`src/pkg/tcs_pkg.sv`:
```
// constants, types and register map of the temperature conversion sequencer
// assumes one 10 MHz clock and an analog front end that reports one reading per request
//
// Operation
// RULE1: run continuous conversions from reset, unprompted
// RULE2: order each pass local, remote one, remote two
// RULE3: per-channel enable bits; disabled channels skipped
// RULE4: four-bit rate field sets pass repeat period
// RULE5: 12-bit results, 0.0625 degree steps, two bytes
// RULE6: standard mode clamps below zero, saturates 128
// RULE7: range bit selects extended format next conversion
// RULE8: extended mode adds 64 degree offset
// RULE9: extended span clamps high byte 00 and FF
// RULE10: low byte fraction bits 7:4, bits 3:0 zero; standard saturation stores low byte FF
// RULE11: all enables clear means shutdown; any resumes
// RULE12: both result bytes update together per conversion
package tcs_pkg;

  // timing
  localparam int unsigned CLK_PERIOD_NS  = 100;        // system clock period
  localparam int unsigned MS_NS          = 1000000;    // one millisecond in ns
  localparam int unsigned MS_CYCLES_DFLT = MS_NS / CLK_PERIOD_NS;
  localparam logic [14:0] RATE_BASE_MS   = 15'h3e80;   // 16000 ms period at code 0
  localparam logic [3:0]  RATE_MAX_CODE  = 4'h8;       // faster codes run as code 8

  // register offsets
  localparam logic [7:0] ADDR_CFG1_RD   = 8'h03;  // channel_config_one
  localparam logic [7:0] ADDR_CFG1_WR   = 8'h09;  // channel_config_one write alias
  localparam logic [7:0] ADDR_RATE      = 8'h0a;  // conversion_rate
  localparam logic [7:0] ADDR_CFG2      = 8'h41;  // channel_config_two
  localparam logic [7:0] ADDR_LOC_HI    = 8'h00;  // local temperature high byte
  localparam logic [7:0] ADDR_LOC_LO    = 8'h30;  // local temperature low byte
  localparam logic [7:0] ADDR_RM1_HI    = 8'h01;  // remote one high byte
  localparam logic [7:0] ADDR_RM1_LO    = 8'h10;  // remote one low byte
  localparam logic [7:0] ADDR_RM2_HI    = 8'h23;  // remote two high byte
  localparam logic [7:0] ADDR_RM2_LO    = 8'h24;  // remote two low byte

  // field positions and reset values
  localparam int unsigned CFG1_RANGE_BIT = 2;     // extended range select
  localparam int unsigned RATE_W         = 4;     // rate_select_field width
  localparam int unsigned NUM_CHAN       = 3;     // local, remote one, remote two
  localparam logic [7:0]  CFG1_RST       = 8'h00;
  localparam logic [7:0]  RATE_RST       = 8'h06; // 250 ms period
  localparam logic [7:0]  CFG2_RST       = 8'h07; // all channels enabled

  // channel indices
  localparam logic [1:0] CHAN_LOCAL = 2'h0;
  localparam logic [1:0] CHAN_LAST  = 2'h2;

  // result formatting, readings in 1/16 degree
  localparam int unsigned       FRAC_W     = 4;          // fraction bits of a reading
  localparam logic signed [16:0] EXT_OFFSET = 17'sh00400; // +64 degrees
  localparam logic signed [16:0] STD_LIMIT  = 17'sh00800; // 128 degrees
  localparam logic signed [16:0] EXT_LIMIT  = 17'sh01000; // 256 coded degrees

  // one channel's result, high byte then low byte
  typedef struct packed {
    logic [7:0] hi;
    logic [7:0] lo;
  } tcs_result_t;

  localparam tcs_result_t RES_ZERO    = '{hi: 8'h00, lo: 8'h00};
  localparam tcs_result_t RES_STD_MAX = '{hi: 8'h7f, lo: 8'hff};
  localparam tcs_result_t RES_EXT_MAX = '{hi: 8'hff, lo: 8'hf0};

  // register port request
  typedef struct packed {
    logic       wrEn;
    logic       rdEn;
    logic [7:0] addr;
    logic [7:0] wrData;
  } tcs_reg_req_t;

  // sequencer states, gray along idle-start-wait-rest
  typedef enum logic [1:0] {
    TCS_IDLE  = 2'b00,
    TCS_START = 2'b01,
    TCS_WAIT  = 2'b11,
    TCS_REST  = 2'b10
  } tcs_state_t;

endpackage

```
`src/design/tcs_result_mem.sv`:
```
// result store: one two-byte entry per channel, read data registered
// assumes writer and reader share clk_sys; one write and one read port
`timescale 1ns/1ps
module tcs_result_mem (
  // clock and reset
  input  wire logic                clk_sys,
  input  wire logic                rst,
  // write port
  input  wire logic                wrEn,
  input  wire logic [1:0]          wrIdx,
  input  wire tcs_pkg::tcs_result_t wrData,
  // read port
  input  wire logic [1:0]          rdIdx,
  output tcs_pkg::tcs_result_t     rdData
);

  tcs_pkg::tcs_result_t mem_q [tcs_pkg::NUM_CHAN];  // one entry per channel
  tcs_pkg::tcs_result_t rdData_q;                   // registered read data

  // whole entry written at once so a reader never sees a split pair
  generate
    for (genvar i = 0; i < tcs_pkg::NUM_CHAN; i++) begin : g_entry
      always_ff @(posedge clk_sys) begin
        if (rst) begin
          mem_q[i] <= tcs_pkg::RES_ZERO;
        end else if (wrEn && wrIdx == 2'(i)) begin
          mem_q[i] <= wrData;  // RULE12
        end
      end
    end
  endgenerate

  // registered read; out-of-range index reads zero
  always_ff @(posedge clk_sys) begin
    if (rst) begin
      rdData_q <= tcs_pkg::RES_ZERO;
    end else if (rdIdx <= tcs_pkg::CHAN_LAST) begin
      rdData_q <= mem_q[rdIdx];
    end else begin
      rdData_q <= tcs_pkg::RES_ZERO;
    end
  end

  assign rdData = rdData_q;

endmodule

```
`src/design/tcs_sequencer.sv`:
```
// conversion sequencer and result formatter of a three-channel temperature monitor
// assumes the serial protocol engine drives the register port on clk_sys and the
// analog front end answers each start with one done pulse carrying the reading
`timescale 1ns/1ps
module tcs_sequencer #(
  parameter int unsigned MS_CYCLES = tcs_pkg::MS_CYCLES_DFLT  // clocks per millisecond
) (
  // clock and reset
  input  wire logic               clk_sys,
  input  wire logic               rst,
  // register port from the serial engine
  input  wire tcs_pkg::tcs_reg_req_t regReq,
  output logic [7:0]              regRdData,
  output logic                    regRdValid,
  // analog front end
  output logic                    adcStart,
  output logic [1:0]              adcChan,
  input  wire logic               adcDone,
  input  wire logic signed [15:0] adcTemp,
  // status
  output logic                    convBusy,
  output logic                    shutdownActive
);

  // configuration registers
  logic [7:0]              cfg1_q;        // channel_config_one
  logic [7:0]              rate_q;        // conversion_rate
  logic [7:0]              cfg2_q;        // channel_config_two
  logic [2:0]              chanEnable;    // remote_two, remote_one, local enables
  logic                    extRange;      // extended format selected
  logic [tcs_pkg::RATE_W-1:0] rateSelectField;

  // sequencer state
  tcs_pkg::tcs_state_t     state_q;
  tcs_pkg::tcs_state_t     state_d;
  logic [1:0]              chan_q;        // channel being converted
  logic [1:0]              chan_d;
  logic                    adcStart_q;    // one-cycle start request
  logic                    passStart;     // a new pass begins this cycle
  logic                    allOff;        // every channel disabled
  logic [2:0]              nextFromCur;   // {found, idx} after current channel
  logic [2:0]              firstOfPass;   // {found, idx} from local channel

  // rate timing
  logic [31:0]             msDiv_q;       // millisecond divider
  logic                    msTick;        // one-cycle enable per millisecond
  logic [14:0]             passMs_q;      // ms elapsed since pass start
  logic [14:0]             periodMs;      // selected pass period
  logic [3:0]              rateCode;      // rate code capped to the table
  logic                    periodDone;

  // result path
  tcs_pkg::tcs_result_t    newResult;
  tcs_pkg::tcs_result_t    memRdData;
  logic [1:0]              memRdIdx;
  logic                    rdPend_q;      // read waiting for memory data
  logic                    rdSelLo_q;     // pending read wants low byte
  logic                    rdFromMem_q;   // pending read targets a result
  logic [7:0]              rdCfg_q;       // pending config read value
  logic [7:0]              regRdData_q;
  logic                    regRdValid_q;
  logic                    rdIsMem;
  logic                    rdIsLo;

  assign chanEnable      = cfg2_q[2:0];
  assign extRange        = cfg1_q[tcs_pkg::CFG1_RANGE_BIT];
  assign rateSelectField = rate_q[tcs_pkg::RATE_W-1:0];
  assign allOff          = (chanEnable == 3'h0);

  // lowest enabled channel at or above a start index, or not found
  function automatic logic [2:0] findChan(input logic [2:0] en, input logic [2:0] from);
    logic [2:0] res;
    res = 3'h0;
    for (int i = tcs_pkg::NUM_CHAN - 1; i >= 0; i--) begin
      if (en[i] && 3'(i) >= from) begin
        res = {1'b1, 2'(i)};
      end
    end
    return res;
  endfunction

  // reading in 1/16 degree to the stored two-byte format
  function automatic tcs_pkg::tcs_result_t fmtResult(input logic signed [15:0] t,
                                                     input logic ext);
    logic signed [16:0] v;
    tcs_pkg::tcs_result_t r;
    v = 17'(t);
    r = tcs_pkg::RES_ZERO;
    if (ext) begin
      v = v + tcs_pkg::EXT_OFFSET;  // RULE8
    end
    if (v < 17'sh0) begin
      r = tcs_pkg::RES_ZERO;  // RULE6 RULE9
    end else if (!ext && v >= tcs_pkg::STD_LIMIT) begin
      r = tcs_pkg::RES_STD_MAX;  // RULE6
    end else if (ext && v >= tcs_pkg::EXT_LIMIT) begin
      r = tcs_pkg::RES_EXT_MAX;  // RULE9
    end else begin
      // whole degrees above, sixteenths in the top nibble below
      r.hi = v[tcs_pkg::FRAC_W +: 8];  // RULE5
      r.lo = {v[tcs_pkg::FRAC_W-1:0], 4'h0};  // RULE10
    end
    return r;
  endfunction

  // register writes; 09h is a write alias of channel_config_one
  always_ff @(posedge clk_sys) begin
    if (rst) begin
      cfg1_q <= tcs_pkg::CFG1_RST;
      rate_q <= tcs_pkg::RATE_RST;
      cfg2_q <= tcs_pkg::CFG2_RST;  // RULE1
    end else if (regReq.wrEn) begin
      case (regReq.addr)
        tcs_pkg::ADDR_CFG1_RD,
        tcs_pkg::ADDR_CFG1_WR: begin
          cfg1_q <= regReq.wrData;  // RULE7
        end
        tcs_pkg::ADDR_RATE: begin
          rate_q <= {4'h0, regReq.wrData[tcs_pkg::RATE_W-1:0]};  // RULE4
        end
        tcs_pkg::ADDR_CFG2: begin
          cfg2_q <= {5'h00, regReq.wrData[2:0]};  // RULE3
        end
        default: begin
          cfg1_q <= cfg1_q;  // unmapped or read-only: ignored
        end
      endcase
    end
  end

  // millisecond enable from the system clock
  always_ff @(posedge clk_sys) begin
    if (rst || msDiv_q >= MS_CYCLES - 1) begin
      msDiv_q <= 32'h0;
    end else begin
      msDiv_q <= msDiv_q + 32'h1;
    end
  end
  assign msTick = (msDiv_q >= MS_CYCLES - 1);

  // period halves per rate step; codes above the top run at the top rate
  assign rateCode   = (rateSelectField > tcs_pkg::RATE_MAX_CODE) ?
                      tcs_pkg::RATE_MAX_CODE : rateSelectField;
  assign periodMs   = tcs_pkg::RATE_BASE_MS >> rateCode;  // RULE4
  assign periodDone = (passMs_q >= periodMs);

  // time since the current pass began, saturating
  always_ff @(posedge clk_sys) begin
    if (rst || passStart) begin
      passMs_q <= 15'h0;
    end else if (msTick && !periodDone) begin
      passMs_q <= passMs_q + 15'h1;
    end
  end

  assign nextFromCur = findChan(chanEnable, 3'(chan_q) + 3'h1);  // RULE2 RULE3
  assign firstOfPass = findChan(chanEnable, 3'(tcs_pkg::CHAN_LOCAL));  // RULE2

  // next state: start, wait for the reading, step on, rest out the period
  always_comb begin
    state_d   = state_q;
    chan_d    = chan_q;
    passStart = 1'b0;
    case (state_q)
      tcs_pkg::TCS_IDLE: begin
        // shutdown until some channel is enabled again
        if (!allOff) begin
          state_d   = tcs_pkg::TCS_START;  // RULE11
          chan_d    = firstOfPass[1:0];
          passStart = 1'b1;
        end
      end
      tcs_pkg::TCS_START: begin
        state_d = tcs_pkg::TCS_WAIT;
      end
      tcs_pkg::TCS_WAIT: begin
        if (adcDone) begin
          if (nextFromCur[2]) begin
            state_d = tcs_pkg::TCS_START;  // RULE3
            chan_d  = nextFromCur[1:0];
          end else begin
            state_d = tcs_pkg::TCS_REST;
          end
        end
      end
      tcs_pkg::TCS_REST: begin
        // repeat the pass once the selected period has run out
        if (periodDone) begin
          state_d   = tcs_pkg::TCS_START;  // RULE1 RULE4
          chan_d    = firstOfPass[1:0];
          passStart = 1'b1;
        end
      end
      default: begin
        state_d = tcs_pkg::TCS_IDLE;
      end
    endcase
    // clearing every enable aborts whatever is in flight
    if (allOff) begin
      state_d   = tcs_pkg::TCS_IDLE;  // RULE11
      passStart = 1'b0;
    end
  end

  // state registers
  always_ff @(posedge clk_sys) begin
    if (rst) begin
      state_q <= tcs_pkg::TCS_IDLE;
      chan_q  <= tcs_pkg::CHAN_LOCAL;
    end else begin
      state_q <= state_d;
      chan_q  <= chan_d;
    end
  end

  // start request to the front end, one cycle per conversion
  always_ff @(posedge clk_sys) begin
    if (rst) begin
      adcStart_q <= 1'b0;
    end else begin
      adcStart_q <= (state_d == tcs_pkg::TCS_START) && (state_q != tcs_pkg::TCS_START);
    end
  end

  // format uses the range bit at completion, so a mode change shows from the
  // next finished conversion; a done seen outside WAIT is dropped
  assign newResult = fmtResult(adcTemp, extRange);  // RULE7

  // register read decode to a memory index
  always_comb begin
    memRdIdx = 2'h3;
    rdIsMem  = 1'b1;
    rdIsLo   = 1'b0;
    case (regReq.addr)
      tcs_pkg::ADDR_LOC_HI: memRdIdx = 2'h0;
      tcs_pkg::ADDR_RM1_HI: memRdIdx = 2'h1;
      tcs_pkg::ADDR_RM2_HI: memRdIdx = 2'h2;
      tcs_pkg::ADDR_LOC_LO: begin
        memRdIdx = 2'h0;
        rdIsLo   = 1'b1;
      end
      tcs_pkg::ADDR_RM1_LO: begin
        memRdIdx = 2'h1;
        rdIsLo   = 1'b1;
      end
      tcs_pkg::ADDR_RM2_LO: begin
        memRdIdx = 2'h2;
        rdIsLo   = 1'b1;
      end
      default: rdIsMem = 1'b0;
    endcase
  end

  tcs_result_mem u_mem (
    .clk_sys (clk_sys),
    .rst     (rst),
    .wrEn    (adcDone && state_q == tcs_pkg::TCS_WAIT && !allOff),  // RULE12 RULE11
    .wrIdx   (chan_q),
    .wrData  (newResult),
    .rdIdx   (memRdIdx),
    .rdData  (memRdData)
  );

  // first read stage: remember what was asked while memory fetches
  always_ff @(posedge clk_sys) begin
    if (rst) begin
      rdPend_q    <= 1'b0;
      rdSelLo_q   <= 1'b0;
      rdFromMem_q <= 1'b0;
      rdCfg_q     <= 8'h00;
    end else begin
      rdPend_q    <= regReq.rdEn;
      rdSelLo_q   <= rdIsLo;
      rdFromMem_q <= rdIsMem;
      case (regReq.addr)
        tcs_pkg::ADDR_CFG1_RD: rdCfg_q <= cfg1_q;
        tcs_pkg::ADDR_RATE:    rdCfg_q <= rate_q;
        tcs_pkg::ADDR_CFG2:    rdCfg_q <= cfg2_q;
        default:               rdCfg_q <= 8'h00;  // unmapped reads zero
      endcase
    end
  end

  // second read stage: the asked byte of the fetched entry, or the config value
  always_ff @(posedge clk_sys) begin
    if (rst) begin
      regRdData_q  <= 8'h00;
      regRdValid_q <= 1'b0;
    end else begin
      regRdValid_q <= rdPend_q;
      if (rdPend_q) begin
        if (rdFromMem_q) begin
          regRdData_q <= rdSelLo_q ? memRdData.lo : memRdData.hi;
        end else begin
          regRdData_q <= rdCfg_q;
        end
      end
    end
  end

  assign regRdData      = regRdData_q;
  assign regRdValid     = regRdValid_q;
  assign adcStart       = adcStart_q;
  assign adcChan        = chan_q;
  assign convBusy       = (state_q == tcs_pkg::TCS_START) || (state_q == tcs_pkg::TCS_WAIT);
  assign shutdownActive = (state_q == tcs_pkg::TCS_IDLE);

endmodule

```
`config.mk`:
```
export PLATFORM = sky130hd
export DESIGN_NAME = tcs_sequencer
export DESIGN_NICKNAME = d
export VERILOG_FILES = /design/src/pkg/tcs_pkg.sv /design/src/design/tcs_result_mem.sv /design/src/design/tcs_sequencer.sv
export SDC_FILE = /design/constraint.sdc
export NUM_CORES = 1
export LEC_CHECK = 0
export ABC_CLOCK_PERIOD_IN_PS = 4600
export BUFFER_PORTS_ARGS = -buffer_cell sky130_fd_sc_hd__buf_2
export CELL_PAD_IN_SITES_DETAIL_PLACEMENT = 1
export CELL_PAD_IN_SITES_GLOBAL_PLACEMENT = 2
export CORE_UTILIZATION = 40
export CTS_BUF_LIST = sky130_fd_sc_hd__clkbuf_4 sky130_fd_sc_hd__clkbuf_8 sky130_fd_sc_hd__clkbuf_16
export CTS_CLUSTER_DIAMETER = 120
export CTS_CLUSTER_SIZE = 10
export DETAILED_ROUTE_END_ITERATION = 12
export PLACE_DENSITY = 0.84
export SYNTH_ARGS = -nofsm -noshare
export SYNTH_HDL_FRONTEND = slang
export SYNTH_SLANG_ARGS = --single-unit
```
`constraint.sdc`:
```
create_clock -name clk_sys -period 4.6 [get_ports clk_sys]
set_input_delay 0.23 -clock clk_sys [delete_from_list [all_inputs] [get_ports clk_sys]]
set_output_delay 0.23 -clock clk_sys [all_outputs]
set_load 0.01 [all_outputs]
```
==> results of run 1 <==
==> sequential cells by signal (all words and copies together) (netlist names) <==
register      cells
adcChan           2
rdPend_q          1
msDiv_q          32
passMs_q         15
state_q           2
cfg2_q            3
rdFromMem_q       1
u_mem.mem_q      39
rdCfg_q           8
cfg1_q            8
u_mem.rdData     13
regRdValid        1
rate_q            4
adcStart          1
rdSelLo_q         1
regRdData         8
==> metal layers <==
| metal | part of all wire | up-vias | global-route usage |
|---|---|---|---|
| met5 | 0 | - | 0 |
| met4 | 0.017 | 0 | 0.07353 |
| met3 | 0.033 | 20 | 0.04271 |
| met2 | 0.48 | 71 | 0.3342 |
| met1 | 0.47 | 2285 | 0.2445 |
| li1 | - | 2359 | - |
==> report_power, final <==
group / switching (mW) / internal, mW / total (mW) / leakage, nW
Clock: 0.552 / 0.817 / 1.37 / 0.293
Sequential: 0.0166 / 1.29 / 1.30 / 1.22
Combinational: 0.0727 / 0.0411 / 0.114 / 1.39
==> cells in the mapped netlist (all sizes together) (13+ instances only) <==
| cell type | n |
|---|---|
| mux2i | 41 |
| a211oi | 13 |
| nand3 | 19 |
| a21oi | 30 |
| nand2 | 25 |
| o21a | 30 |
| dfxtp | 100 |
| nor2 | 95 |
| ha | 17 |
| clkbuf | 31 |
| edfxtp | 39 |
| nor4 | 13 |
| xnor2 | 17 |
==> area by class of cell <==
type,instances,share of cell area
multi-input cells,457,0.4078
repair buffers,52,0.03628
well taps,211,0.03611
flip-flops and latches,139,0.4340
clock buffers,18,0.05922
clock inverters,14,0.02139
inverters,10,0.005134
==> through the flow <==
stage / worst slack (ns) / power, mW / instances / util / cell area (sq um)
after floorplan: 1.619 / 1.391 / 639 / - / 6325
after global placement: 1.365 / 1.435 / 869 / 0.4405 / 6721
after detailed placement: 1.205 / 1.442 / 869 / 0.4405 / 6721
after CTS: 1.096 / 2.814 / 901 / 0.4791 / 7311
after global routing: 0.8010 / 2.885 / 901 / 0.4791 / 7311
final: 1.125 / 2.784 / 901 / 0.4791 / 7311
==> critical path: stages, from the launching register on <==
cell and delay [ns]:
dfxtp_1 0.57, o21ai_0 0.18, nand2b_1 0.14, a21oi_1 0.06, ha_1 0.33, nand4_1 0.13
a211o_2 0.32, a31oi_1 0.69, nor2_1 0.19, a221oi_1 0.52, mux2i_1 0.26
==> worst max path at each step <==
| stage | from | end | slack, ns | cells past startpoint |
|---|---|---|---|---|
| floorplan | rate_q[1] | passMs_q[13] | 1.62 | 10 |
| global placement | rate_q[2] | passMs_q[13] | 1.36 | 9 |
| detailed placement | rate_q[2] | adcChan[1] | 1.21 | 10 |
| CTS | rate_q[2] | adcChan[1] | 1.10 | 10 |
| global route | rate_q[2] | adcChan[0] | 0.80 | 10 |
| finish | rate_q[2] | adcChan[1] | 1.13 | 10 |
==> cells by family after synthesis <==
group	after synthesis	synth area share
buf+inv	43	0.02718
fa+ha+maj	17	0.03397
mux	41	0.06555
simple gates	226	0.1803
other cells	1	0.0005989
xor+xnor	26	0.03637
compound gates	129	0.1493
flops	139	0.5068
==> key figures, run 1 <==
Power and ir drop
  – Pleak: around 2.9 nW
  – Peak VDD IR: 0.2674 mV
  – P per Cell Area: 380.8 nW/um^2

Cells and area
  – Layout cells sized above 1: 0.1333
  – Fin nets: 731
  – Area grow syn2layout: 16.77%
  – Flip-flop and latch area: 3173 sq um
  – N_diodes: 0
  – Most frequent cells in the layout: 100 x dfxtp_1, 95 x nor2_1, 50 x buf_2
  – Commonest non-fill, non-tap cell in the layout: dfxtp_1
  – Filler instances: around 1700
  – Multi-input gate area: 2982 sq um

STA
  – Worst Clk Skew: roughly 0.012 ns
  – Final Hold Fails: 0
  – Relative slew slack: 0.3368
  – Final period util: 0.7554
  – Fmax achieved: approximately 290 MHz
  – Final setup violation count: 0
  – Worst hold slack: 0.02715 ns
  – RSZ-0062 raised after global routing: no
  – Fin crit period: ~3.5 ns
  – Max-slew violations: 0
  – Worst-Margin Slew: about 0.99 ns
  – Setup TNS: 0 ns

GRT
  – Largest net degree at the start of global routing: 43
  – GR Overflow Total: 0
  – Total Routing Usage GR: 0.1965
  – Antenna violations before repair: 0
  – Vias in the first global route: 5026
  – First-pass GRT wire length: ~25000 um

Min path
  – HP Start: regReq[16]
  – HP Class: in -> reg
  – Hold path cells: 2
  – Worst Hold Path EP: rdPend_q

Routing
  – Vias per inst: 5.255
  – DR iter-0 viols: roughly 260
  – Detailed Route WL: 14760 um
  – WL per Instance: between 15 and 20 um
  – Antenna Nets Post-Route: 0
  – # DRC: 0
  – DR vias: 4735
  – DR pass1 iterations: 4

Floorplanning
  – DIE WIDTH: ~130 um
  – Boundary Pins: approximately 50
  – Y dimension of the die: approximately 130 um
  – Core Region: 15260 sq um
  – Initial Util: 0.4103
  – DIE AREA: 16160 sq um
  – Core Rows: between 40 and 50

Yosys
  – Post-synthesis cell area: 6261 sq um
  – Synth top area share: 0.3197
  – Ys flop type: dfxtp_1
  – Post-synth EDFFs: 39
  – Cells after Synth: approximately 620
  – Ys async rst share: 0
  – Syn avg cell area: just over 10 sq um
  – Syn. warnings: 0
  – Library cells used by synthesis: 55
  – Synth area leader: dfxtp_1
  – Register area share after synthesis: 0.5068
  – Synth area leaders: dfxtp_1 32%, edfxtp_1 19%, mux2i_1 6.6%
  – Register bit total from synthesis: 139

CTS
  – Num CTS Buffers: 17
  – Worst-path clk slew: 0.06 ns
  – Hold buffer count at CTS: 0
  – CTS sink cnt: between 100 and 150
  – Post-CTS setup repair buffer count: 0
  – # H-tree levels: 4
  – Clock latency on the worst-skew pair: 0.43 ns
  – CTS resizes: 0
  – TritonCTS clock tree: done
  – Root buffer cell: clkbuf_16
  – Clk buf depth: 2

Worst setup path
  – Setup CP Type: reg -> reg
  – Reg-to-reg endpoint: adcChan[1]
  – Critical path required time: about 5 ns
  – CP Max Fanout: 13
  – Crit path capture type: register
  – CP arrival: around 3.8 ns
  – FF-to-FF Start: rate_q[2]
  – Reg2reg path depth: 10
  – Startpoint types: register
  – Reg2reg setup slack: around 1.1 ns

Placed design
  – Port Buffers: 50
  – DP Wirelength: between 10000 and 15000 um
  – Routability cong.: 0.8496

Status
  – Status: complete, no violations

Flow run
  – Max Cap Viol: 0
No activity file was read; power rests on OpenSTA's default activity.
==> run 2, diff against run 1 <==
--- a/config.mk
+++ b/config.mk
@@ -5,16 +5,17 @@
 export SDC_FILE = /design/constraint.sdc
 export NUM_CORES = 1
 export LEC_CHECK = 0
-export ABC_CLOCK_PERIOD_IN_PS = 4600
+export ABC_AREA = 1
+export ABC_CLOCK_PERIOD_IN_PS = 3000
 export BUFFER_PORTS_ARGS = -buffer_cell sky130_fd_sc_hd__buf_2
 export CELL_PAD_IN_SITES_DETAIL_PLACEMENT = 1
 export CELL_PAD_IN_SITES_GLOBAL_PLACEMENT = 2
-export CORE_UTILIZATION = 40
+export CORE_UTILIZATION = 32
 export CTS_BUF_LIST = sky130_fd_sc_hd__clkbuf_4 sky130_fd_sc_hd__clkbuf_8 sky130_fd_sc_hd__clkbuf_16
 export CTS_CLUSTER_DIAMETER = 120
 export CTS_CLUSTER_SIZE = 10
 export DETAILED_ROUTE_END_ITERATION = 12
-export PLACE_DENSITY = 0.84
+export PLACE_DENSITY = 0.77
 export SYNTH_ARGS = -nofsm -noshare
 export SYNTH_HDL_FRONTEND = slang
 export SYNTH_SLANG_ARGS = --single-unit
==> constraint.sdc (replaced) <==
create_clock -name clk_sys -period 3 [get_ports clk_sys]
set_input_delay 0.15 -clock clk_sys [delete_from_list [all_inputs] [get_ports clk_sys]]
set_output_delay 0.15 -clock clk_sys [all_outputs]
set_load 0.01 [all_outputs]
==> key figures, run 2 <==
Status
  – Status: complete, no violations (unchanged)

Placed design
  – DP Wirelength: 12430 um (was 10560 um)
  – Inst Count DP: 1160 (was 869)
  – Routability cong.: 0.7660 (was 0.8496)
  – Port Buffers: 50 (unchanged)

Cells and area
  – Biggest register: u_mem.mem_q (unchanged)
  – N_diodes: 0 (unchanged)
  – Fin nets: 967 (was 731)
  – Layout cells sized above 1: 0.1253 (was 0.1333)
  – Non-filler instance count after layout: 1196 (was 901)
  – Flip-flop and latch area: 3173 sq um (unchanged)
  – Commonest non-fill, non-tap cell in the layout: nand2_1 (was dfxtp_1)
  – Multi-input gate area: 2999 sq um (was 2982 sq um)
  – Filler instances: 2501 (was 1720)
  – Max reg flops: 39 (unchanged)
  – Area grow syn2layout: 18.18% (was 16.77%)
  – Most frequent cells in the layout: 170 x nand2_1, 150 x nor2_1, 100 x dfxtp_1 (was 100 x dfxtp_1, 95 x nor2_1, 50 x buf_2)
  – Top Registers: u_mem.mem_q: 39 flops, msDiv_q: 32 flops, passMs_q: 15 flops (unchanged)

STA
  – Final Hold Fails: 0 (unchanged)
  – Final setup violation count: 0 (unchanged)
  – Setup TNS: 0 ns (unchanged)
  – Max-slew violations: 0 (unchanged)
  – Final period util: 0.8481 (was 0.7554)
  – Worst-Margin Slew: 0.6776 ns (was 0.9857 ns)
  – Fin crit period: 2.544 ns (was 3.475 ns)
  – Relative slew slack: 0.5469 (was 0.3368)
  – RSZ-0062 raised after global routing: no (unchanged)
  – Fmax achieved: 393.0 MHz (was 287.8 MHz)
  – Worst Clk Skew: 0.01143 ns (was 0.01194 ns)

CTS
  – Hold buffer count at CTS: 4 (was 0)
  – CTS resizes: 0 (unchanged)
  – Root buffer cell: clkbuf_16 (unchanged)
  – Post-CTS setup repair buffer count: 0 (unchanged)
  – CTS sink cnt: 139 (unchanged)
  – TritonCTS clock tree: done (unchanged)
  – Clk buf depth: 2 (unchanged)
  – Worst-path clk slew: 0.07 ns (was 0.06 ns)
  – # H-tree levels: 4 (unchanged)
  – Num CTS Buffers: 17 (unchanged)
  – Clock latency on the worst-skew pair: 0.43 ns (about the same)

Power and ir drop
  – Clock Power Share: 0.486 (was 0.492)
  – P_sw: 1.131 mW (was 0.6412 mW)
  – Switch share: 0.2576 (was 0.2303)
  – Seq pwr share: 0.458 (was 0.468)
  – Peak VDD IR: 0.2988 mV (was 0.2674 mV)
  – Combinational Power Share: 0.056 (was 0.041)
  – P per Cell Area: 563.4 nW/um^2 (was 380.8 nW/um^2)
  – Pleak: 3.269 nW (was 2.898 nW)
  – Pint: 3.259 mW (was 2.143 mW)

Worst setup path
  – Setup CP Type: reg -> reg (unchanged)
  – Critical-path cell list: inv_1 -> nor2_1 -> inv_1 -> nor3_1 -> nor2_1 -> o21ai_0 -> ha_1 -> nand4_1 -> nor2_1 -> nand2_1 -> nand3_2 -> buf_4 -> nor2_4 -> nand2_1 -> a21oi_1 (was o21ai_0 -> nand2b_1 -> a21oi_1 -> ha_1 -> nand4_1 -> a211o_2 -> a31oi_1 -> nor2_1 -> a221oi_1 -> mux2i_1)
  – Crit path capture type: register (unchanged)
  – Startpoint types: register (unchanged)
  – CP max stage delay: 0.40 ns (was 0.69 ns)
  – CP max stage cell: dfxtp_1 (was a31oi_1)
  – CP Max Fanout: 15 (was 13)
  – Critical path required time: 3.34 ns (was 4.95 ns)
  – Top cell by count, worst path: nor2_1
  – CP arrival: 2.88 ns (was 3.82 ns)

GRT
  – Total Routing Usage GR: 0.1686 (was 0.1965)
  – GR Overflow Total: 0 (unchanged)
  – Antenna violations before repair: 0 (unchanged)
  – First-pass GRT wire length: 28440 um (was 24780 um)
  – Vias in the first global route: 5699 (was 5026)
  – Largest net degree at the start of global routing: 29 (was 43)

Min path
  – HP Class: in -> reg (unchanged)

Routing
  – DR pass1 iterations: 4 (unchanged)
  – Detailed Route WL: 16750 um (was 14760 um)
  – DR vias: 5460 (was 4735)
  – Antenna Nets Post-Route: 0 (unchanged)
  – # DRC: 0 (unchanged)
  – DR iter-0 viols: 214 (was 263)
  – WL per Instance: 14.00 um (was 16.38 um)
  – Vias per inst: 4.565 (was 5.255)

Floorplanning
  – Core Rows: 52 (was 45)
  – Core Region: 20230 sq um (was 15260 sq um)
  – Y dimension of the die: 145.5 um (was 127.1 um)
  – Initial Util: 0.3258 (was 0.4103)
  – Boundary Pins: 51 (unchanged)
  – DIE WIDTH: 145.5 um (was 127.1 um)
  – DIE AREA: 21180 sq um (was 16160 sq um)

Yosys
  – Cells after Synth: 843 (was 622)
  – Synth area leaders: dfxtp_1 30%, edfxtp_1 18%, nand2_1 9.7% (was dfxtp_1 32%, edfxtp_1 19%, mux2i_1 6.6%)
  – Library cells used by synthesis: 47 (was 55)
  – Ys flop type: dfxtp_1 (unchanged)
  – Synth top area share: 0.3037 (was 0.3197)
  – Synth area leader: dfxtp_1 (unchanged)
  – Syn avg cell area: 7.820 sq um (was 10.07 sq um)
  – Ys async rst share: 0 (unchanged)
  – Register bit total from synthesis: 139 (unchanged)
  – Synth cell count leaders: 170 x nand2_1, 150 x nor2_1, 100 x dfxtp_1 (was 100 x dfxtp_1, 95 x nor2_1, 41 x mux2i_1)
  – Register area share after synthesis: 0.4813 (was 0.5068)
  – Top-count cell post-synth: nand2_1 (was dfxtp_1)
  – Syn. warnings: 0 (unchanged)
  – Post-synth EDFFs: 39 (unchanged)
  – Post-synthesis cell area: 6593 sq um (was 6261 sq um)

Flow run
  – Max Cap Viol: 0 (unchanged)
-- run 2: cell count changes after synthesis, sizes merged, moves of 13 or more --
cell / before / now
nand2: 25 / 171
a21oi: 30 / 48
inv: 10 / 91
nand3: 19 / 58
clkbuf: 31 / 12
a211oi: 13 / 0
o21ai: 9 / 54
nor2: 95 / 158
mux2i: 41 / 0
o21a: 30 / 0
-- run 2: final timing paths --
check / slack [ns] / startpoint / depth (start not counted) / end
setup / recovery: 0.46 / rate_q[0] / 15 / passMs_q[2]
hold / removal: 0.006 / regReq[3] / 3 / cfg1_q[3]
setup reg to reg: 0.46 / rate_q[0] / 15 / passMs_q[2]
hold reg to reg: 0.45 / msDiv_q[0] / 1 / msDiv_q[0]
-- run 2: cell type report --
class / count / share of cell area
Sequential cell: 139 / 0.4073
Multi-Input combinational cell: 602 / 0.3849
Clock buffer: 17 / 0.05460
Inverter: 93 / 0.04480
Tap cell: 270 / 0.04336
Timing Repair Buffer: 60 / 0.04304
Clock inverter: 15 / 0.02200
-- run 2: stage by stage --
step | util | worst slack, ns | hold slack, ns | instance area (sq um) | total power [mW]
finish | 0.3850 | 0.4558 | 0.006356 | 7791 | 4.390
global route | 0.3850 | 0.1590 | 0.01715 | 7791 | 4.571
CTS | 0.3850 | 0.4128 | 0.001216 | 7791 | 4.449
detailed placement | 0.3536 | 0.4521 | 0.3965 | 7154 | 2.298
global placement | 0.3536 | 0.5802 | 0.3566 | 7154 | 2.295
floorplan | - | 0.8022 | 0.2570 | 6656 | 2.199
-- run 2: kinds of logic after synthesis --
kind of cell,count (synthesis),synth area share
adder cells (fa/ha/maj),17,0.03226
AND/OR/NAND/NOR,428,0.2816
AO/OA/AOI/OAI,116,0.1002
other,1,0.0005688
flip-flops,139,0.4813
XOR/XNOR,23,0.03056
buffers and inverters,119,0.07345
-- run 2: power groups by stage --
stage | Clock, mW | Combinational (mW) | Sequential (mW)
2_1_floorplan | 0 | 0.152 | 2.05
3_3_place_gp | 0 | 0.246 | 2.05
3_5_place_dp | 0 | 0.247 | 2.05
4_1_cts | 2.19 | 0.252 | 2.01
5_1_grt | 2.27 | 0.285 | 2.02
6_report | 2.13 | 0.247 | 2.01
-- run 2: per-layer routing --
layer | share of wire | up-vias | global-route usage | wire, um
li1 | - | 2866 | - | -
met1 | 0.49 | 2515 | 0.2173 | 8155
met2 | 0.47 | 69 | 0.2813 | 7873
met3 | 0.034 | 10 | 0.03730 | 576
met4 | 0.0084 | 0 | 0.05158 | 140
met5 | 0 | - | 0 | 0
-- run 2: worst max-delay path, delay by kind of cell, from the launching register on --
kind,cells,cell delay [ns]
AO/OA/AOI/OAI,2,0.25
adder cells (fa/ha/maj),1,0.27
buffers and inverters,3,0.40
flip-flops,1,0.40
AND/OR/NAND/NOR,9,1.13
==> run 3, diff against run 2 <==
--- a/config.mk
+++ b/config.mk
@@ -6,16 +6,16 @@
 export NUM_CORES = 1
 export LEC_CHECK = 0
 export ABC_AREA = 1
-export ABC_CLOCK_PERIOD_IN_PS = 3000
+export ABC_CLOCK_PERIOD_IN_PS = 2400
 export BUFFER_PORTS_ARGS = -buffer_cell sky130_fd_sc_hd__buf_2
 export CELL_PAD_IN_SITES_DETAIL_PLACEMENT = 1
 export CELL_PAD_IN_SITES_GLOBAL_PLACEMENT = 2
-export CORE_UTILIZATION = 32
+export CORE_UTILIZATION = 36
 export CTS_BUF_LIST = sky130_fd_sc_hd__clkbuf_4 sky130_fd_sc_hd__clkbuf_8 sky130_fd_sc_hd__clkbuf_16
 export CTS_CLUSTER_DIAMETER = 120
 export CTS_CLUSTER_SIZE = 10
 export DETAILED_ROUTE_END_ITERATION = 12
-export PLACE_DENSITY = 0.77
+export PLACE_DENSITY = 0.82
 export SYNTH_ARGS = -nofsm -noshare
 export SYNTH_HDL_FRONTEND = slang
 export SYNTH_SLANG_ARGS = --single-unit
==> constraint.sdc (replaced) <==
create_clock -name clk_sys -period 2.4 [get_ports clk_sys]
set_input_delay 0.12 -clock clk_sys [delete_from_list [all_inputs] [get_ports clk_sys]]
set_output_delay 0.12 -clock clk_sys [all_outputs]
set_load 0.01 [all_outputs]
==> key figures, run 3 (synthesized netlist as in run 2, its figures left out) <==
CTS
  – Root buffer cell: clkbuf_16 (unchanged)
  – Worst-path clk slew: 0.06 ns (was 0.07 ns)
  – Clk buf depth: 2 (unchanged)
  – Clock latency on the worst-skew pair: 0.42 ns (was 0.43 ns)
  – # H-tree levels: 4 (unchanged)
  – Num CTS Buffers: 17 (unchanged)
  – TritonCTS clock tree: done (unchanged)
  – CTS sink cnt: 139 (unchanged)

Min path
  – Hold path cells: 3 (unchanged)
  – Worst Hold Path EP: cfg1_q[6] (was cfg1_q[3])
  – HP Start: regReq[6] (was regReq[3])
  – HP Class: in -> reg (unchanged)

Cells and area
  – Top Registers: u_mem.mem_q: 39 flops, msDiv_q: 32 flops, passMs_q: 15 flops (unchanged)
  – Multi-input gate area: 3042 sq um (was 2999 sq um)
  – N_diodes: 0 (unchanged)
  – Commonest non-fill, non-tap cell in the layout: nand2_1 (unchanged)
  – Layout cells sized above 1: 0.1485 (was 0.1253)
  – Flip-flop and latch area: 3178 sq um (was 3173 sq um)
  – Most frequent cells in the layout: 169 x nand2_1, 148 x nor2_1, 96 x dfxtp_1 (was 170 x nand2_1, 150 x nor2_1, 100 x dfxtp_1)
  – Fin nets: 984 (was 967)
  – Final Util: 0.4432 (was 0.3850)
  – Area grow syn2layout: 20.76% (was 18.18%)
  – Biggest register: u_mem.mem_q (unchanged)
  – Filler instances: 2233 (was 2501)
  – Max reg flops: 39 (unchanged)

Routing
  – DR iter-0 viols: 213 (was 214)
  – Vias per inst: 4.720 (was 4.565)
  – WL per Instance: 14.25 um (was 14.00 um)
  – DR pass1 iterations: 4 (unchanged)
  – DR vias: 5532 (was 5460)
  – Antenna Nets Post-Route: 0 (unchanged)
  – # DRC: 0 (unchanged)
  – Detailed Route WL: 16700 um (was 16750 um)

Power and ir drop
  – P per Cell Area: 707.4 nW/um^2 (was 563.4 nW/um^2)
  – Peak VDD IR: 0.4629 mV (was 0.2988 mV)
  – P_sw: 1.320 mW (was 1.131 mW)
  – Clock Power Share: 0.496 (was 0.486)
  – Switch share: 0.2344 (was 0.2576)
  – Pint: 4.312 mW (was 3.259 mW)
  – Pleak: 3.379 nW (was 3.269 nW)
  – Combinational Power Share: 0.058 (was 0.056)
  – Seq pwr share: 0.446 (was 0.458)

Floorplanning
  – Boundary Pins: 51 (unchanged)
  – DIE AREA: 18860 sq um (was 21180 sq um)
  – DIE WIDTH: 137.3 um (was 145.5 um)
  – Y dimension of the die: 137.3 um (was 145.5 um)
  – Core Region: 17960 sq um (was 20230 sq um)
  – Core Rows: 49 (was 52)
  – Initial Util: 0.3670 (was 0.3258)

Flow run
  – Max Cap Viol: 0 (unchanged)

STA
  – Final period util: 0.9034 (was 0.8481)
  – Relative slew slack: 0.5335 (was 0.5469)
  – Final Hold Fails: 0 (unchanged)
  – Fin crit period: 2.168 ns (was 2.544 ns)
  – Max-slew violations: 0 (unchanged)
  – Final setup violation count: 0 (unchanged)
  – Fmax achieved: 461.2 MHz (was 393.0 MHz)
  – Worst-Margin Slew: 0.6976 ns (was 0.6776 ns)
  – Worst Clk Skew: 0.006413 ns (was 0.01143 ns)
  – Worst hold slack: 0.001445 ns (was 0.006356 ns)

Placed design
  – Port Buffers: 50 (unchanged)
  – Routability cong.: 0.7939 (was 0.7660)
  – DP Wirelength: 12250 um (was 12430 um)

Worst setup path
  – Setup CP Type: reg -> reg (unchanged)
  – CP arrival: 2.52 ns (was 2.88 ns)
  – Reg2reg setup slack: 0.23 ns (was 0.46 ns)
  – CP max stage delay: 0.43 ns (was 0.40 ns)
  – Reg-to-reg endpoint: passMs_q[7] (was passMs_q[2])
  – CP max stage cell: dfxtp_2 (was dfxtp_1)
  – Critical path required time: 2.75 ns (was 3.34 ns)
  – Top cell by count, worst path: nand2_1 (was nor2_1)
  – Crit path capture type: register (unchanged)
  – Reg2reg path depth: 14 (was 15)
  – Critical-path cell list: nor2_4 -> a21oi_2 -> a21oi_1 -> ha_1 -> nand2_1 -> nand2_1 -> a21oi_1 -> nand2_1 -> nand2_1 -> nand3_4 -> nor2_4 -> buf_4 -> nand2_1 -> a21oi_1 (was inv_1 -> nor2_1 -> inv_1 -> nor3_1 -> nor2_1 -> o21ai_0 -> ha_1 -> nand4_1 -> nor2_1 -> nand2_1 -> nand3_2 -> buf_4 -> nor2_4 -> nand2_1 -> a21oi_1)
  – CP Max Fanout: 7 (was 15)
  – FF-to-FF Start: rate_q[3] (was rate_q[0])
  – Startpoint types: register (unchanged)

GRT
  – Antenna violations before repair: 0 (unchanged)
  – Total Routing Usage GR: 0.1905 (was 0.1686)
  – First-pass GRT wire length: 27570 um (was 28440 um)
  – Vias in the first global route: 5538 (was 5699)
  – GR Overflow Total: 0 (unchanged)
  – Largest net degree at the start of global routing: 29 (unchanged)

Status
  – Status: complete, no violations (unchanged)
run 3: cell types whose count changed in the layout (fill, tap and decap cells not counted), moves of 4 or more:
cell / change
buf_4: +13
inv_8: -7
dfxtp_1: -4
dfxtp_2: +4
dlygate4sd3_1: +4
run 3: worst max path at each step:
stage / end / from / slack [ns]
after floorplan: passMs_q[10] / rate_q[3] / 0.20
after global placement: passMs_q[9] / rate_q[3] / -0.05
after detailed placement: passMs_q[4] / rate_q[0] / -0.12
after CTS: passMs_q[4] / rate_q[0] / 0.04
after global routing: passMs_q[5] / rate_q[3] / -0.01
final: passMs_q[7] / rate_q[3] / 0.23
run 3: critical path: cells and delay by family, from the launching register on:
family                     cells  cell delay [ns]
AOI/OAI and AO/OA              4             0.48
buffers and inverters          1             0.17
adders and majority gates      1             0.32
and+or+nand+nor                8             0.69
DFF                            1             0.43
run 3: metal layers:
metal / share of wire / wire (um) / global-route usage / vias up
li1: - / - / - / 2901
met4: 0.010 / 173 / 0.05128 / 0
met1: 0.51 / 8441 / 0.2509 / 2558
met3: 0.024 / 405 / 0.04157 / 13
met2: 0.46 / 7684 / 0.3137 / 60
met5: 0 / 0 / 0 / -
run 3: metrics by stage:
step / total power [mW] / cell area (sq um) / setup TNS, ns / setup slack [ns] / instances
3_5_place_dp: 2.879 / 7178 / -1.595 / -0.1224 / 1129
4_1_cts: 5.695 / 7923 / 0 / 0.03567 / 1172
5_1_grt: 5.847 / 7961 / -0.02308 / -0.01173 / 1172
2_1_floorplan: 2.749 / 6656 / 0 / 0.2022 / 860
6_report: 5.632 / 7961 / 0 / 0.2318 / 1172
3_3_place_gp: 2.874 / 7178 / -0.6819 / -0.05138 / 1129
run 3: cell type report:
| cell class | instances | share of cell area |
|---|---|---|
| clock buffer | 19 | 0.05689 |
| clock inverter | 13 | 0.02232 |
| inverter | 93 | 0.04416 |
| multi-input combinational | 602 | 0.3821 |
| sequential | 139 | 0.3992 |
| tap | 229 | 0.03599 |
| timing repair buffer | 77 | 0.05941 |
run 3: what timing repair did:
| item | 4_1_cts | 5_1_grt |
|---|---|---|
| endpoints found under the hold margin | 11 | 0 |
| endpoints found under the setup margin | 15 | 19 |
| buffers inserted | 3 | 0 |
| hold buffers | 8 | 0 |
| pin swaps | 1 | 1 |
| gates resized for setup | 3 | 13 |
run 3: power by group through the flow:
stage	Clock [mW]	Combinational, mW	Sequential (mW)
6_report	2.79	0.328	2.51
5_1_grt	2.96	0.375	2.52
2_1_floorplan	0	0.190	2.56
3_5_place_dp	0	0.317	2.56
3_3_place_gp	0	0.313	2.56
4_1_cts	2.85	0.333	2.51
